===== src/pkg/lvd_pkg.sv =====
// Package for the low-voltage detect control block: offsets, fields, types.
// Assumes a 32-bit APB slave on pclk at 200 MHz.
`default_nettype none
package lvd_pkg;
  // ==========================================================
  // Register offsets
  localparam logic [7:0] LVD_OFF_CTRL = 8'h00;
  localparam logic [7:0] LVD_OFF_LEVEL = 8'h04;
  localparam logic [7:0] LVD_OFF_RAM_DATA_STATUS_REG = 8'h08;
  localparam logic [7:0] LVD_OFF_PROT = 8'h0C;
  localparam logic [7:0] LVD_OFF_IRQ_STAT = 8'h10;
  localparam logic [7:0] LVD_OFF_IRQ_MASK = 8'h14;
  // ==========================================================
  // Field positions
  localparam int LVD_BIT_MODE = 1;
  localparam int LVD_BIT_EN = 7;
  localparam int LVD_BIT_FLAG = 0;
  localparam int LVD_BIT_LEVEL = 0;
  localparam int LVD_BIT_RAM_DATA_STATUS_REG = 0;
  localparam int LVD_ADDR_W = 8;
  localparam int LVD_LEVEL_W = 1;
  localparam logic [7:0] LVD_PROT_KEY = 8'hA5;
  localparam logic [1:0] LVD_LEVEL_RST = 2'h0;
  // ==========================================================
  // Timing
  localparam int LVD_CLK_MHZ = 200;
  localparam int LVD_SETTLE_US = 200;
  localparam int LVD_SETTLE_CYC = LVD_SETTLE_US * LVD_CLK_MHZ;
  localparam int LVD_CNT_W = 16;
  // ==========================================================
  // Types
  typedef struct packed {
    logic wdt;
    logic ram_access;
    logic clk_mon;
    logic ext;
  } lvd_rst_src_t;
  typedef struct packed {
    logic ram_set;
    logic settle_done;
    logic lock_set;
    logic detect;
  } lvd_irq_t;
  typedef enum logic [1:0] {LVD_OFF, LVD_SETTLE, LVD_ON, LVD_LOCKED} lvd_state_t;
endpackage
`default_nettype wire


===== src/rtl/lvd_sync.sv =====
// Two flip-flop synchroniser for the analog comparator output.
// Assumes the input is asynchronous to pclk.
`default_nettype none
module lvd_sync
  import lvd_pkg::*;
(
  input wire logic pclk,
  input wire logic presetn,
  input wire logic async_in,
  output logic sync_out
);
  logic stage1;
  always_ff @(posedge pclk or negedge presetn) begin
    if (!presetn) begin
      stage1 <= 1'b0;
      sync_out <= 1'b0;
    end else begin
      stage1 <= async_in;
      sync_out <= stage1;
    end
  end
endmodule // lvd_sync


===== src/rtl/lvd_settle.sv =====
// Settling timer: counts the detector start-up time after enable.
// Assumes run is a level on pclk, held high while the detector is enabled; low clears the count.
`default_nettype none
module lvd_settle
  import lvd_pkg::*;
#(
  parameter int SETTLE_CYC = LVD_SETTLE_CYC
) (
  input wire logic pclk,
  input wire logic presetn,
  input wire logic run,
  output logic done
);
  logic [LVD_CNT_W-1:0] count;
  always_ff @(posedge pclk or negedge presetn) begin
    if (!presetn) begin
      count <= '0;
      done <= 1'b0;
    end else if (!run) begin
      count <= '0;
      done <= 1'b0;
    end else if (count == LVD_CNT_W'(SETTLE_CYC - 1)) begin
      done <= 1'b1;
    end else begin
      count <= count + 1'b1;
    end
  end
endmodule // lvd_settle


===== src/rtl/lvd_ctrl.sv =====
// Low-voltage detect control: APB registers, lock, routing, RAM status flag.
// Assumes an APB master on pclk and level reset-source inputs on pclk.
//
// The APB register port and the register addresses were chosen for this implementation.
`default_nettype none
// How it works
// - Interrupt output follows the flag when enabled and reset mode off.
// - Enable plus reset mode locks detector on until a non-detector reset.
// - Level select writes are ignored while the lock holds.
// - RAM status sets on low supply and on software set.
// - RAM status sets on watchdog, RAM-access and clock-monitor resets.
// - RAM status clears only by writing zero after the protect key.
module lvd_ctrl
  import lvd_pkg::*;
#(
  parameter int SETTLE_CYC = LVD_SETTLE_CYC
) (
  input wire logic pclk,
  input wire logic presetn,
  input wire logic psel,
  input wire logic penable,
  input wire logic pwrite,
  input wire logic [LVD_ADDR_W-1:0] paddr,
  input wire logic [31:0] pwdata,
  output logic [31:0] prdata,
  output logic pready,
  output logic pslverr,
  input wire logic comparator_low,
  input wire lvd_rst_src_t rst_src,
  output logic detector_on,
  output logic [LVD_LEVEL_W-1:0] level_sel,
  output logic low_supply_flag,
  output logic low_supply_irq,
  output logic lvd_reset_req,
  output logic settled,
  output logic irq
);
  // ==========================================================
  // Bus decode
  logic wr_en;
  logic rd_en;
  logic detector_enable_bit;
  logic detect_reset_mode_bit;
  logic locked;
  logic prot_armed;
  logic ram_data_status_reg;
  logic comp_sync;
  lvd_state_t state;
  lvd_irq_t irq_stat;
  lvd_irq_t irq_mask;
  lvd_irq_t irq_event;
  logic other_reset;
  logic settle_q;

  function automatic logic hit(input logic [LVD_ADDR_W-1:0] a, input logic [7:0] off);
    hit = (a == off);
  endfunction

  assign wr_en = psel && penable && pwrite;
  assign rd_en = psel && penable && !pwrite;
  assign pready = 1'b1;
  assign other_reset = |rst_src;

  always_comb begin
    pslverr = 1'b0;
    if (psel && penable) begin
      pslverr = !(hit(paddr, LVD_OFF_CTRL) || hit(paddr, LVD_OFF_LEVEL) ||
                  hit(paddr, LVD_OFF_RAM_DATA_STATUS_REG) || hit(paddr, LVD_OFF_PROT) ||
                  hit(paddr, LVD_OFF_IRQ_STAT) || hit(paddr, LVD_OFF_IRQ_MASK));
    end
  end

  // ==========================================================
  // Detector control and lock
  always_ff @(posedge pclk or negedge presetn) begin
    if (!presetn) begin
      detector_enable_bit <= 1'b0;
      detect_reset_mode_bit <= 1'b0;
      locked <= 1'b0;
    end else if (other_reset) begin
      detector_enable_bit <= 1'b0;
      detect_reset_mode_bit <= 1'b0;
      locked <= 1'b0;
    end else if (locked) begin
      detector_enable_bit <= 1'b1;
      detect_reset_mode_bit <= 1'b1;
    end else begin
      if (wr_en && hit(paddr, LVD_OFF_CTRL) &&
          !(detector_enable_bit && detect_reset_mode_bit)) begin
        detector_enable_bit <= pwdata[LVD_BIT_EN];
        detect_reset_mode_bit <= pwdata[LVD_BIT_MODE];
      end
      locked <= detector_enable_bit && detect_reset_mode_bit;
    end
  end

  always_ff @(posedge pclk or negedge presetn) begin
    if (!presetn) begin
      level_sel <= LVD_LEVEL_RST[LVD_LEVEL_W-1:0];
    end else if (other_reset) begin
      level_sel <= LVD_LEVEL_RST[LVD_LEVEL_W-1:0];
    end else if (wr_en && hit(paddr, LVD_OFF_LEVEL) && !locked &&
                 !(detector_enable_bit && detect_reset_mode_bit)) begin
      level_sel <= pwdata[LVD_BIT_LEVEL +: LVD_LEVEL_W];
    end
  end

  assign detector_on = detector_enable_bit;

  // ==========================================================
  // Detection path
  lvd_sync u_sync (
    .pclk(pclk),
    .presetn(presetn),
    .async_in(comparator_low),
    .sync_out(comp_sync)
  );

  lvd_settle #(.SETTLE_CYC(SETTLE_CYC)) u_settle (
    .pclk(pclk),
    .presetn(presetn),
    .run(detector_enable_bit),
    .done(settle_q)
  );

  assign settled = settle_q;

  always_ff @(posedge pclk or negedge presetn) begin
    if (!presetn) begin
      low_supply_flag <= 1'b0;
    end else begin
      low_supply_flag <= detector_enable_bit && comp_sync;
    end
  end

  assign low_supply_irq = low_supply_flag && detector_enable_bit &&
                          !detect_reset_mode_bit;
  assign lvd_reset_req = low_supply_flag && detector_enable_bit &&
                         detect_reset_mode_bit;

  always_ff @(posedge pclk or negedge presetn) begin
    if (!presetn) begin
      state <= LVD_OFF;
    end else begin
      case (state)
        LVD_OFF: if (detector_enable_bit) state <= LVD_SETTLE;
        LVD_SETTLE: begin
          if (!detector_enable_bit) state <= LVD_OFF;
          else if (locked) state <= LVD_LOCKED;
          else if (settle_q) state <= LVD_ON;
        end
        LVD_ON: begin
          if (!detector_enable_bit) state <= LVD_OFF;
          else if (locked) state <= LVD_LOCKED;
        end
        LVD_LOCKED: if (!locked) state <= LVD_OFF;
        default: state <= LVD_OFF;
      endcase
    end
  end

  // ==========================================================
  // RAM data status flag
  always_ff @(posedge pclk or negedge presetn) begin
    if (!presetn) begin
      prot_armed <= 1'b0;
    end else if (wr_en) begin
      prot_armed <= hit(paddr, LVD_OFF_PROT) && (pwdata[7:0] == LVD_PROT_KEY);
    end
  end

  always_ff @(posedge pclk or negedge presetn) begin
    if (!presetn) begin
      ram_data_status_reg <= 1'b0;
    end else if (low_supply_flag || rst_src.wdt || rst_src.ram_access ||
                 rst_src.clk_mon) begin
      ram_data_status_reg <= 1'b1;
    end else if (wr_en && hit(paddr, LVD_OFF_RAM_DATA_STATUS_REG)) begin
      if (pwdata[LVD_BIT_RAM_DATA_STATUS_REG]) begin
        ram_data_status_reg <= 1'b1;
      end else if (prot_armed) begin
        ram_data_status_reg <= 1'b0;
      end
    end
  end

  // ==========================================================
  // Interrupt status and mask
  assign irq_event.detect = low_supply_irq;
  assign irq_event.lock_set = detector_enable_bit && detect_reset_mode_bit && !locked;
  assign irq_event.settle_done = (state == LVD_SETTLE) && settle_q;
  assign irq_event.ram_set = !ram_data_status_reg && (low_supply_flag || rst_src.wdt ||
                             rst_src.ram_access || rst_src.clk_mon);

  always_ff @(posedge pclk or negedge presetn) begin
    if (!presetn) begin
      irq_stat <= '0;
    end else if (rd_en && hit(paddr, LVD_OFF_IRQ_STAT)) begin
      irq_stat <= irq_event;
    end else begin
      irq_stat <= irq_stat | irq_event;
    end
  end

  always_ff @(posedge pclk or negedge presetn) begin
    if (!presetn) begin
      irq_mask <= '0;
    end else if (wr_en && hit(paddr, LVD_OFF_IRQ_MASK)) begin
      irq_mask <= pwdata[$bits(lvd_irq_t)-1:0];
    end
  end

  assign irq = |(irq_stat & irq_mask);

  // ==========================================================
  // Read data
  always_ff @(posedge pclk or negedge presetn) begin
    if (!presetn) begin
      prdata <= '0;
    end else if (psel && !penable && !pwrite) begin
      prdata <= '0;
      if (hit(paddr, LVD_OFF_CTRL)) begin
        prdata[LVD_BIT_EN] <= detector_enable_bit;
        prdata[LVD_BIT_MODE] <= detect_reset_mode_bit;
        prdata[LVD_BIT_FLAG] <= low_supply_flag;
      end else if (hit(paddr, LVD_OFF_LEVEL)) begin
        prdata[LVD_BIT_LEVEL +: LVD_LEVEL_W] <= level_sel;
      end else if (hit(paddr, LVD_OFF_RAM_DATA_STATUS_REG)) begin
        prdata[LVD_BIT_RAM_DATA_STATUS_REG] <= ram_data_status_reg;
      end else if (hit(paddr, LVD_OFF_IRQ_STAT)) begin
        prdata[$bits(lvd_irq_t)-1:0] <= irq_stat | irq_event;
      end else if (hit(paddr, LVD_OFF_IRQ_MASK)) begin
        prdata[$bits(lvd_irq_t)-1:0] <= irq_mask;
      end
    end
  end
endmodule // lvd_ctrl
`default_nettype wire


===== config.mk =====
export PLATFORM = sky130hd
export DESIGN_NAME = lvd_ctrl
export DESIGN_NICKNAME = d
export VERILOG_FILES = /design/src/pkg/lvd_pkg.sv /design/src/rtl/lvd_sync.sv /design/src/rtl/lvd_settle.sv /design/src/rtl/lvd_ctrl.sv
export SDC_FILE = /design/constraint.sdc
export NUM_CORES = 1
export LEC_CHECK = 0
export BUFFER_PORTS_ARGS = -buffer_cell sky130_fd_sc_hd__buf_4
export CAP_MARGIN = 5
export CELL_PAD_IN_SITES_DETAIL_PLACEMENT = 1
export CELL_PAD_IN_SITES_GLOBAL_PLACEMENT = 1
export CORE_MARGIN = 8
export CORE_UTILIZATION = 33
export DETAILED_ROUTE_END_ITERATION = 10
export GPL_TIMING_DRIVEN = 0
export HOLD_SLACK_MARGIN = 0.15
export MAX_ROUTING_LAYER = met4
export PLACE_DENSITY_LB_ADDON = 0.1
export SYNTH_ARGS = -nofsm -noshare
export SYNTH_HDL_FRONTEND = slang
export SYNTH_SLANG_ARGS = --single-unit
export TNS_END_PERCENT = 10

===== constraint.sdc =====
create_clock -name pclk -period 1.7 [get_ports pclk]
set_input_delay 0 -clock pclk [delete_from_list [all_inputs] [get_ports pclk]]
set_output_delay 0 -clock pclk [all_outputs]
set_load 0.02 [all_outputs]

# --- Yosys cells after proc, flatten, opt, wreduce, memory -nomap -nowiden ---
# Index checks and enable logic that the tools add are counted.
word_totals:
  latchBits: 0
  register_bits: 41
  inputBits: 50
  ramBits: 0
  output_inout_bits: 41
  romBits: 0
  memories: 0
classes:
  n_shift: 0
  reduce_logical: 47
  n_eq_ne: 16
  magnitude_cmp: 0
  div: 0
  n_addsub: 1
  n_mux: 37
  multipliers: 0
  n_bitwise: 2
ops:
  columns: ["cell", "count"]
  rows:
  - ["16-bit 2-to-1 mux", 2]
  - ["1-bit logical AND", 22]
  - ["1-bit 2-to-1 mux", 20]
  - ["2-bit 2-to-1 mux", 9]
  - ["16-bit by 1-bit adder with 16-bit output (second input constant)", 1]
  - ["16-bit equality test (second input constant)", 1]
  - ["8-bit by 4-bit equality test with 1-bit output (second input constant)", 2]
  - ["8-bit by 5-bit equality test with 1-bit output (second input constant)", 2]
  - ["4-bit 2-to-1 mux", 3]
  - ["8-bit by 3-bit equality test with 1-bit output (second input constant)", 1]
  - ["8-bit equality test (second input constant)", 1]
  - ["8-bit zero test", 1]
  - ["1-bit logical OR", 8]
  - ["2-bit case mux with 4 select lines", 1]
  - ["4-bit OR reduction", 2]
  - ["1-bit zero test", 7]
  - ["3-bit 2-to-1 mux", 2]
  - ["2-bit inequality test (second input constant)", 3]
  - ["3-bit nonzero test", 2]
  - ["4-bit bitwise AND", 1]
  - ["2-bit equality test (second input constant)", 2]
  - ["4-bit by 3-bit inequality test with 1-bit output (second input constant)", 1]
  - ["4-bit bitwise OR", 1]
  - ["4-bit AND reduction", 1]
  - ["other kinds (6)", 7]

# --- Logic depth before layout (Yosys ltp) ---
# Gate-level depths: netlist of the first run.
depth:
  ltp_word: 9
  depth_mapped: 5
  mapped_depth_nobuf: 5

# --- Modules after synthesis ---
# Synthesis of the first run repeated with hierarchy kept, for this count alone.
hier_totals:
  cells_unflattened: 245
  area_unflattened_um2: 2339.7
by_module_without_submodules:
  columns: ["module", "cells_each", "instances", "area_per_inst_um2"]
  rows:
  - ["lvd_ctrl", 150, 1, 1417.6]
  - ["lvd_settle", 93, 1, 872.1]
  - ["lvd_sync", 2, 1, 50.0]

# --- Least setup slack after synthesis of the first run ---
# OpenSTA, ideal clock, no wires.
synth_path:
  kind: "register to register"
  start: "reg u_settle.count[0]"
  end: "reg u_settle.count[0]"
  path_buffers: 0
  path_stages_with_launch: 6
  period_less_slack_ns: 1.773
  setup_ns: 0.079
  setup_slack_ns: -0.073
  arrival_time_ns: 1.694
  cell_sequence: "dfrtp_1 ha_1 nand2_1 or2_2 nor3_1 mux2i_1"
synth_via:
  elab_chain_cells: 3
synth_rtl:
  columns: ["item", "line", "source"]
  rows:
  - ["start: declaration", "lvd_settle.sv:14", "logic [LVD_CNT_W-1:0] count;"]
  - ["start signal: assignment", "lvd_settle.sv:25", "count <= count + 1'b1;"]
  - ["16-bit by 1-bit adder with 16-bit output", "lvd_settle.sv:25", null]
  - ["16-bit 2-to-1 mux", "lvd_settle.sv:22", "end else if (count == LVD_CNT_W'(SETTLE_CYC - 1)) begin"]
  - ["16-bit 2-to-1 mux", "lvd_settle.sv:19", "end else if (!run) begin"]
# Several ways; a longest one is shown, not always the timed one. The select of a mux whose other input is x is not followed.
# A chain may end at the register's enable or synchronous reset.

# --- Worst setup path after layout of the first run ---
layout_path:
  start: "reg low_supply_flag"
  end: "reg prdata[3]"
layout_via:
  elab_chain_cells: 9
layout_rtl:
  columns: ["item", "line", "source"]
  rows:
  - ["start: declaration", "lvd_ctrl.sv:32", "output logic low_supply_flag,"]
  - ["start signal: assignment", "lvd_ctrl.sv:132", "low_supply_flag <= detector_enable_bit && comp_sync;"]
  - ["1-bit logical OR (2 in series)", "lvd_ctrl.sv:192", "assign irq_event.ram_set = !ram_data_status_reg && (low_supply_flag || rst_src.wdt ||"]
  - ["1-bit logical OR", "lvd_ctrl.sv:193", "rst_src.ram_access || rst_src.clk_mon);"]
  - ["1-bit logical AND", "lvd_ctrl.sv:192", null]
  - ["4-bit bitwise OR", "lvd_ctrl.sv:231", "prdata[$bits(lvd_irq_t)-1:0] <= irq_stat | irq_event;"]
  - ["4-bit 2-to-1 mux", "lvd_ctrl.sv:230", "end else if (hit(paddr, LVD_OFF_IRQ_STAT)) begin"]
  - ["3-bit 2-to-1 mux", "lvd_ctrl.sv:228", "end else if (hit(paddr, LVD_OFF_RAM_DATA_STATUS_REG)) begin"]
  - ["3-bit 2-to-1 mux", "lvd_ctrl.sv:226", "end else if (hit(paddr, LVD_OFF_LEVEL)) begin"]
  - ["2-bit 2-to-1 mux", "lvd_ctrl.sv:222", "if (hit(paddr, LVD_OFF_CTRL)) begin"]
  - ["end signal: indexed assignment", "lvd_ctrl.sv:223", "prdata[LVD_BIT_EN] <= detector_enable_bit;"]
  - ["end signal: indexed assignment", "lvd_ctrl.sv:227", "prdata[LVD_BIT_LEVEL +: LVD_LEVEL_W] <= level_sel;"]
  - ["end signal: indexed assignment", "lvd_ctrl.sv:229", "prdata[LVD_BIT_RAM_DATA_STATUS_REG] <= ram_data_status_reg;"]
  - ["end: declaration", "lvd_ctrl.sv:25", "output logic [31:0] prdata,"]
# Every way passes these cells.

==> flow_metrics.env, run 1 <==
export IMPL_dr_first_iter_drc_count=62
export IMPL_worst_setup_hold_path_clk_slew_ns=0.08
export IMPL_syn_area_um2=2340
export IMPL_reg_top3="u_settle.count: 16 flops, prdata: 5 flops"
export IMPL_cts_buffers_inserted=5
export IMPL_grt_pass1_wl_um=11200
export IMPL_status="complete, but fails checks"
export IMPL_r2r_start="low_supply_flag"
export IMPL_drive_gt1_frac=0.318
export IMPL_synth_simple_area_share=0.248
export IMPL_wl_um=6320
export IMPL_wl_per_cell_um=15.0
export IMPL_die_width_um=100
export IMPL_htreeDepth=2
export IMPL_violations="negative setup slack"
export IMPL_tns_ns=-0.00794
export IMPL_syn_avg_cell_area_um2=9.84
export IMPL_period_minus_slack_ns=1.71
export IMPL_start_util=0.343
export IMPL_firstDrtPassIters=4
export IMPL_yosys_top_cells_area="dfrtp_1 (44%), buf_4 (9.0%), nand2_1 (3.0%), xor2_1 (3.0%), and2_1 (2.9%)"
export IMPL_fin_skew_ns=0.0137
export IMPL_via_per_inst=4.72
export IMPL_power_mw=1.95
export IMPL_utilization=0.462
export IMPL_yosysSeqAreaShare=0.438
export IMPL_synth_top_area_share=0.438
export IMPL_nNetsFinal=374
export IMPL_r2r_end="prdata[3]"
export IMPL_fmax_mhz=585
export IMPL_syn_instance_count=238
export IMPL_grt_usage=0.140
export IMPL_core_um2=6830
export IMPL_cp_startpoint="low_supply_flag"
export IMPL_tightest_slew_ns=0.539
export IMPL_clock_latency_ns=0.29
export IMPL_antenna_cells=0
export IMPL_synthToLayoutAreaGrowth_pct=34.6
export IMPL_hold_viol=0
export IMPL_synthMuxAreaShare=0.0411
export IMPL_drv_cap=0
export IMPL_gp_congestion=0.818
export IMPL_largest_reg_flops=16
export IMPL_synth_async_sr_flop_share=1.00
export IMPL_drv_slew=0
export IMPL_grt_max_degree=42
export IMPL_placed_area_um2=2840
export IMPL_worst_endpoint_arrival_ns=1.86
export IMPL_die_h_um=100
export IMPL_cts_setup_buffers=0
export IMPL_stdcell_area_um2=3150
export IMPL_drtAntennaViolNets=0
export IMPL_pin_count=91
export IMPL_critPathKind="reg -> reg"
export IMPL_rrSetupSlack_ns=-0.008
export IMPL_rows=30
export IMPL_port_buffers=37
export IMPL_cts_max_path_buffers=2
export IMPL_powerDensity_nw_per_um2=619
export IMPL_grt_ovfl_total=0
export IMPL_crit_path_end="prdata[3]"
export IMPL_die_area_um2=10000
export IMPL_synth_edf_count=0
export IMPL_pre_cts_slack_ns=-0.210
export IMPL_vdd_drop_max_mv=0.327
export IMPL_top_register="u_settle.count"
export IMPL_ys_flop_type="dfrtp_1"
export IMPL_synth_compound_area_share=0.119
export IMPL_cts_tree="built"
export IMPL_yosysTopAreaCell="dfrtp_1"
export IMPL_grt_pass1_vias=2251
export IMPL_layout_setup_ws_ns=-0.00794
export IMPL_critPathRequiredTime_ns=1.85
export IMPL_end_kind="register"
export IMPL_maxSlewHeadroom=0.640
export IMPL_yosys_warnings=0
export IMPL_min_period_over_period=1.00
export IMPL_grt_setup_unrepaired="yes"
export IMPL_synth_seq_cells=41
export IMPL_num_vias=1981
export IMPL_setup_violations=1
export IMPL_antenna_found_initial=0
export IMPL_yosysUniqueCellTypes=56
export IMPL_cp_max_fo=5
export IMPL_synth_xor_area_share=0.0337
export IMPL_hpwlAfterDp_um=4770
export IMPL_cts_sinks=41
export IMPL_startpoint_type="register"
export IMPL_synth_top_family_by_area="simple AND/OR/NAND/NOR gates"
export IMPL_clockRootBuffer="clkbuf_8"
export IMPL_ff2ff_path_depth=4
export IMPL_drc=0
export IMPL_leakagePower_nw=1.50
export IMPL_hold_path_class="in -> reg"
export IMPL_synth_fa_ha_area_frac=0.00534
==> per-layer routing <==
metal | global-route usage | wire length (um) | vias to the layer above
li1 | - | - | 971
met1 | 0.177 | 3000 | 955
met2 | 0.218 | 2960 | 50
met3 | 0.0339 | 301 | 5
met4 | 0.0349 | 57 | 0
met5 | - | 0 | -
==> Yosys cell counts (all sizes together), types with 3 or more instances <==
master and count:
a21o 3, a21oi 7, and2 11, and3 3, buf 30, clkbuf 5
dfrtp 41, inv 6, mux2 5, mux2i 4, nand2 19, nand2b 6
nand3 10, nand4 4, nor2 6, nor3 8, nor3b 4, nor4 6
o21ai 6, o31ai 3, or4 4, xor2 8
==> cells in the final DEF, fill, tap and decap left out, drive strengths merged, types with 3 or more instances in the layout <==
cell | synthesis | routed
nand2b | 6 | 6
nor3b | 4 | 4
a21o | 3 | 3
and2 | 11 | 11
buf | 30 | 67
dlygate4sd3 | 0 | 15
or4 | 4 | 4
o31ai | 3 | 3
o21ai | 6 | 6
nor2 | 6 | 6
nand3 | 10 | 10
inv | 6 | 6
nand2 | 19 | 19
xor2 | 8 | 8
conb | 2 | 28
nand4 | 4 | 4
nor3 | 8 | 8
a21oi | 7 | 7
clkbuf | 5 | 12
dfrtp | 41 | 41
mux2 | 5 | 5
mux2i | 4 | 4
and3 | 3 | 3
nor4 | 6 | 6
==> final cells by class <==
cell class	count	area [um^2]
plain buffers	35	240
clock buffers	7	96.3
clock inverters	1	5.00
fillers	817	3680
inverters	6	22.5
multi-input cells	182	1210
flip-flops and latches	41	1030
well taps	96	120
repair buffers	52	428
==> logic make-up (layout without fill, tap and decap cells) <==
kind of cell               Yosys count  count (layout)
adders and majority gates            1               1
DFF                                 41              41
muxes                                9               9
and+or+nand+nor                     96              96
buffers and inverters               41             101
other                                2              28
AOI/OAI and AO/OA                   39              39
xor gates and xnor gates             9               9
==> worst min path at each step <==
stage,from,to,slack (ns),depth (start not counted)
floorplan,presetn,detect_reset_mode_bit,-0.30,0
global placement,presetn,u_settle.done,0.03,1
detailed placement,presetn,u_settle.done,0.03,1
CTS,pwdata[4],prot_armed,0.15,5
global route,pwdata[4],prot_armed,0.17,5
finish,pwdata[4],prot_armed,0.15,5
==> critical path, stage by stage (launching register included) <==
cell and delay (ns):
dfrtp_2 0.46, or4_4 0.56, and2_1 0.19, o311ai_1 0.26
o21ai_0 0.11
==> where the power goes <==
part | switching (mW) | internal, mW
Clock | 0.340 | 0.367
Combinational | 0.142 | 0.123
Sequential | 0.00244 | 0.979
==> stage by stage <==
step / hold WS [ns] / cells
finish: 0.147 / 420
CTS: 0.153 / 420
detailed placement: 0.0333 / 397
global route: 0.173 / 420
floorplan: -0.296 / 264
global placement: 0.0326 / 397
==> timing repair <==
item,4_1_cts,5_1_grt
hold buffers,15,0
pin swaps,1,3
endpoints found under the hold margin,59,0
resized for setup,11,6
setup endpoints to repair,10,19
No activity file was read; power rests on OpenSTA's default activity.
==> inputs of run 2 (changes only) <==
- CORE_UTILIZATION: 33 -> 36
- clock period: 1.7 -> 1.8 ns (I/O delays scaled with it)
==> flow_metrics.env, run 2 (same netlist as run 1, synthesis figures left out) <==
export IMPL_status="finished clean"
export IMPL_routed_top_layer="met4"
export IMPL_dr_first_iter_drc_count=38
export IMPL_hold_path_class="in -> reg"
export IMPL_placed_area_um2=2810
export IMPL_cts_sinks=41
export IMPL_grt_ovfl_total=0
export IMPL_die_width_um=96.7
export IMPL_firstDrtPassIters=4
export IMPL_grt_usage=0.143
export IMPL_synthToLayoutAreaGrowth_pct=34.6
export IMPL_met3_length_um=308
export IMPL_stdcell_count=402
export IMPL_hpwlAfterDp_um=4600
export IMPL_grt_setup_unrepaired="yes"
export IMPL_placed_cells=378
export IMPL_port_buffers=37
export IMPL_crit_slowest_cell="dlygate4sd3_1"
export IMPL_powerDensity_nw_per_um2=622
export IMPL_drc=0
export IMPL_startpoint_type="primary input"
export IMPL_hold_viol=0
export IMPL_end_kind="register"
export IMPL_maxSlewHeadroom=0.629
export IMPL_cts_tree="built"
export IMPL_reg_top3="u_settle.count: 16 flops, prdata: 5 flops"
export IMPL_die_area_um2=9340
export IMPL_rows=29
export IMPL_htreeDepth=2
export IMPL_tightest_slew_ns=0.555
export IMPL_crit_chain="dlygate4sd3_1, buf_4, or4_1, dlygate4sd3_1, a21oi_1"
export IMPL_nNetsFinal=375
export IMPL_num_vias=2012
export IMPL_fin_skew_ns=0.00779
export IMPL_final_common_cell="buf_4"
export IMPL_top_register="u_settle.count"
export IMPL_via_per_inst=5.00
export IMPL_min_period_over_period=0.960
export IMPL_pre_cts_slack_ns=-0.412
export IMPL_clockRootBuffer="clkbuf_8"
export IMPL_most_common_layout_cells="buf_4 (65), dfrtp_1 (40), conb_1 (28)"
export IMPL_critPathKind="in -> reg"
export IMPL_power_mw=1.96
export IMPL_drtAntennaViolNets=0
export IMPL_dr_wl_met2_um=2950
export IMPL_core_um2=6310
export IMPL_start_util=0.371
export IMPL_largest_reg_flops=16
export IMPL_utilization=0.499
export IMPL_drv_cap=0
export IMPL_pin_count=91
export IMPL_leakagePower_nw=1.50
export IMPL_worst_endpoint_arrival_ns=1.94
export IMPL_wl_per_cell_um=16.1
export IMPL_critPathRequiredTime_ns=2.02
export IMPL_grt_pass1_vias=2158
export IMPL_fillers=723
export IMPL_stdcell_area_um2=3150
export IMPL_antenna_cells=0
export IMPL_layout_setup_ws_ns=0.0728
export IMPL_cp_common_cell="dlygate4sd3_1"
export IMPL_period_minus_slack_ns=1.73
export IMPL_vdd_drop_max_mv=0.415
export IMPL_antenna_found_initial=0
export IMPL_grt_pass1_wl_um=10900
export IMPL_cp_max_fo=4
export IMPL_m1WireLength_um=3130
export IMPL_cts_max_path_buffers=2
export IMPL_setup_violations=0
export IMPL_fmax_mhz=579
export IMPL_clock_latency_ns=0.30
export IMPL_cts_buffers_inserted=5
export IMPL_gp_congestion=0.841
export IMPL_worst_setup_hold_path_clk_slew_ns=0.08
export IMPL_grt_max_degree=42
export IMPL_cp_slowest_stage_delay_ns=0.62
export IMPL_die_h_um=96.7
export IMPL_drive_gt1_frac=0.305
export IMPL_drv_slew=0
export IMPL_wl_um=6470
## run 2: changes by cell type in the layout (fill, tap and decap cells not counted), moves of 2 or more
cell / delta
nor4_2: +3
nor4_1: -2
dfrtp_1: +3
dfrtp_2: -3
## run 2: path summary, 6_finish.rpt
check	cells past startpoint	slack (ns)	endpoint	from
worst min-delay path	5	0.14	prdata[3]	paddr[0]
worst min register to register	0	0.37	u_sync.sync_out	u_sync.stage1
worst max-delay path	5	0.07	detect_reset_mode_bit	rst_src[1]
max in group asynchronous	2	1.18	u_settle.count[0]	presetn
worst max register to register	4	0.10	u_settle.count[0]	u_settle.count[7]
min in group asynchronous	2	0.23	u_sync.stage1	presetn
## run 2: per-layer routing
layer,vias to the layer above,track usage
li1,970,-
met1,981,0.186
met2,55,0.217
met3,6,0.0327
met4,0,0.0426
met5,-,-
## run 2: stage by stage
stage,hold slack [ns],setup TNS [ns]
floorplan,-0.296,0
global placement,0.0217,-1.98
detailed placement,0.0269,-2.13
CTS,0.152,0
global route,0.168,-0.112
finish,0.144,0
## run 2: cell type report
cell class	instances	area (um^2)	share of cell area
multi-input combinational	182	1210	0.384
sequential	41	1030	0.326
timing repair buffer	53	438	0.139
buffer	35	239	0.0758
tap	77	96.3	0.0306
clock buffer	6	82.6	0.0262
clock inverter	2	37.5	0.0119
inverter	6	22.5	0.00714
## run 2: worst max-delay path, delay by kind of cell
family / cells / cell delay (ns)
buffers and inverters: 3 / 1.29
and+or+nand+nor: 1 / 0.50
AOI/OAI and AO/OA: 1 / 0.14
## run 2: where the power goes
part | total [mW] | switching (mW) | internal [mW]
Clock | 0.785 | 0.334 | 0.451
Combinational | 0.251 | 0.135 | 0.116
Sequential | 0.927 | 0.00234 | 0.925
Total | 1.96 | 0.471 | 1.49
## run 2: repair_timing
item / CTS / global route
endpoints found under the setup margin: 8 / 8
hold buffers: 16 / 0
endpoints found under the hold margin: 61 / 0
pin swaps: 0 / 1
setup buffers: 0 / 0
gates resized for setup: 5 / 7
==> inputs of run 3 (changes only) <==
- BUFFER_PORTS_ARGS: -buffer_cell sky130_fd_sc_hd__buf_4 -> -buffer_cell sky130_fd_sc_hd__buf_2
- CORE_UTILIZATION: 36 -> 39
- clock period: 1.8 -> 2.02 ns (I/O delays scaled with it)
==> flow_metrics.env, run 3 (same netlist as run 1, synthesis figures left out) <==
export IMPL_grt_ovfl_total=0
export IMPL_die_width_um=93.5
export IMPL_switchingPower_mw=0.422
export IMPL_antenna_found_initial=0
export IMPL_final_common_cell="dfrtp_1"
export IMPL_m1WireLength_um=3030
export IMPL_routed_top_layer="met4"
export IMPL_most_common_layout_cells="dfrtp_1 (41), buf_2 (39), buf_4 (28), conb_1 (28), nand2_1 (19)"
export IMPL_pin_count=91
export IMPL_clock_latency_ns=0.30
export IMPL_layout_setup_ws_ns=0.107
export IMPL_rrSetupSlack_ns=0.11
export IMPL_largest_reg_flops=16
export IMPL_worst_setup_hold_path_clk_slew_ns=0.09
export IMPL_core_um2=5850
export IMPL_grt_setup_unrepaired="no"
export IMPL_tns_ns=0
export IMPL_drv_slew=0
export IMPL_grt_usage=0.151
export IMPL_dr_first_iter_drc_count=59
export IMPL_worst_endpoint_arrival_ns=2.09
export IMPL_power_mw=1.73
export IMPL_cts_buffers_inserted=5
export IMPL_critPathKind="reg -> reg"
export IMPL_grt_pass1_wl_um=10200
export IMPL_period_minus_slack_ns=1.91
export IMPL_htreeDepth=2
export IMPL_drtAntennaViolNets=0
export IMPL_cts_max_path_buffers=2
export IMPL_cts_tree="built"
export IMPL_p_int_mw=1.31
export IMPL_critPathRequiredTime_ns=2.20
export IMPL_p_seq_frac=0.476
export IMPL_min_period_over_period=0.947
export IMPL_num_vias=1976
export IMPL_p_comb_frac=0.117
export IMPL_cp_max_fo=5
export IMPL_holdWs_ns=0.161
export IMPL_die_h_um=93.5
export IMPL_die_area_um2=8740
export IMPL_top_register="u_settle.count"
export IMPL_fmax_mhz=523
export IMPL_tightest_slew_ns=0.935
export IMPL_dr_wl_met2_um=2730
export IMPL_synthToLayoutAreaGrowth_pct=28.3
export IMPL_hpwlAfterDp_um=4520
export IMPL_rows=28
export IMPL_end_kind="register"
export IMPL_cts_sinks=41
export IMPL_wl_um=6130
export IMPL_ff2ff_path_depth=4
export IMPL_drc=0
export IMPL_fin_skew_ns=0.00751
export IMPL_hold_path_class="in -> reg"
export IMPL_drive_gt1_frac=0.287
export IMPL_met3_length_um=328
export IMPL_leakagePower_nw=1.47
export IMPL_vdd_drop_max_mv=0.292
export IMPL_pre_cts_slack_ns=-0.178
export IMPL_maxSlewHeadroom=0.376
export IMPL_cts_setup_buffers=0
export IMPL_antenna_cells=0
export IMPL_hold_viol=0
export IMPL_grt_max_degree=42
export IMPL_start_util=0.400
export IMPL_status="finished clean"
export IMPL_startpoint_type="register"
export IMPL_hold_path_depth=5
export IMPL_grt_pass1_vias=2102
export IMPL_wl_per_cell_um=15.4
export IMPL_via_per_inst=4.95
export IMPL_nNetsFinal=374
export IMPL_gp_congestion=0.772
export IMPL_pwr_share_clk=0.407
export IMPL_port_buffers=37
export IMPL_switching_share=0.243
export IMPL_reg_top3="u_settle.count: 16 flops, prdata: 5 flops"
export IMPL_powerDensity_nw_per_um2=578
export IMPL_drv_cap=0
export IMPL_clockRootBuffer="clkbuf_8"
export IMPL_firstDrtPassIters=4
export IMPL_setup_violations=0
[run 3: cell types whose count changed in the layout (fill, tap and decap cells not counted), sizes merged]
cell	delta
dlygate4sd3	-1
[run 3: layout make-up]
cell class,count,area (um^2)
buffer,35,239
clock buffer,6,82.6
clock inverter,2,37.5
fill,683,2850
inverter,6,22.5
multi-input combinational,182,1170
sequential,41,1030
tap,75,93.8
timing repair buffer,52,335
[run 3: routing by layer]
layer,vias up,GRT usage
met2,54,0.220
met4,0,0.0470
met1,950,0.199
met3,4,0.0385
li1,968,-
met5,-,-
[run 3: stage by stage]
| stage | std cells | utilization | area [um^2] |
|---|---|---|---|
| after global placement | 376 | 0.465 | 2720 |
| after detailed placement | 376 | 0.465 | 2720 |
| after CTS | 399 | 0.512 | 2990 |
| after floorplan | 264 | - | 2440 |
| final | 399 | 0.513 | 3000 |
| after global routing | 399 | 0.513 | 3000 |
[run 3: timing repair]
item	CTS	global route
pin swaps	0	0
hold buffers	15	0
setup endpoints to repair	6	5
resized for setup	1	2
endpoints found under the hold margin	59	0
[run 3: path summary, 6_finish.rpt]
kind                                  from                  end
max                        low_supply_flag  ram_data_status_reg
min                               paddr[0]            prdata[3]
max reg2reg                low_supply_flag  ram_data_status_reg
min reg2reg                  u_sync.stage1      u_sync.sync_out
max in group asynchronous          presetn    u_settle.count[6]
min in group asynchronous          presetn        u_sync.stage1
[run 3: power by group through the flow]
stage	sequential [mW]	combinational [mW]	clock, mW
2_1_floorplan	0.843	0.120	0
3_3_place_gp	0.842	0.178	0
3_5_place_dp	0.843	0.179	0
4_1_cts	0.826	0.199	0.718
5_1_grt	0.827	0.223	0.756
6_report	0.826	0.202	0.706
[run 3: worst max-delay path, cell delays in order (launching register included)]
cell and delay [ns]:
dfrtp_1 0.44, or4_4 0.56, dlygate4sd3_1 0.57, a31oi_1 0.12, o21ai_0 0.10
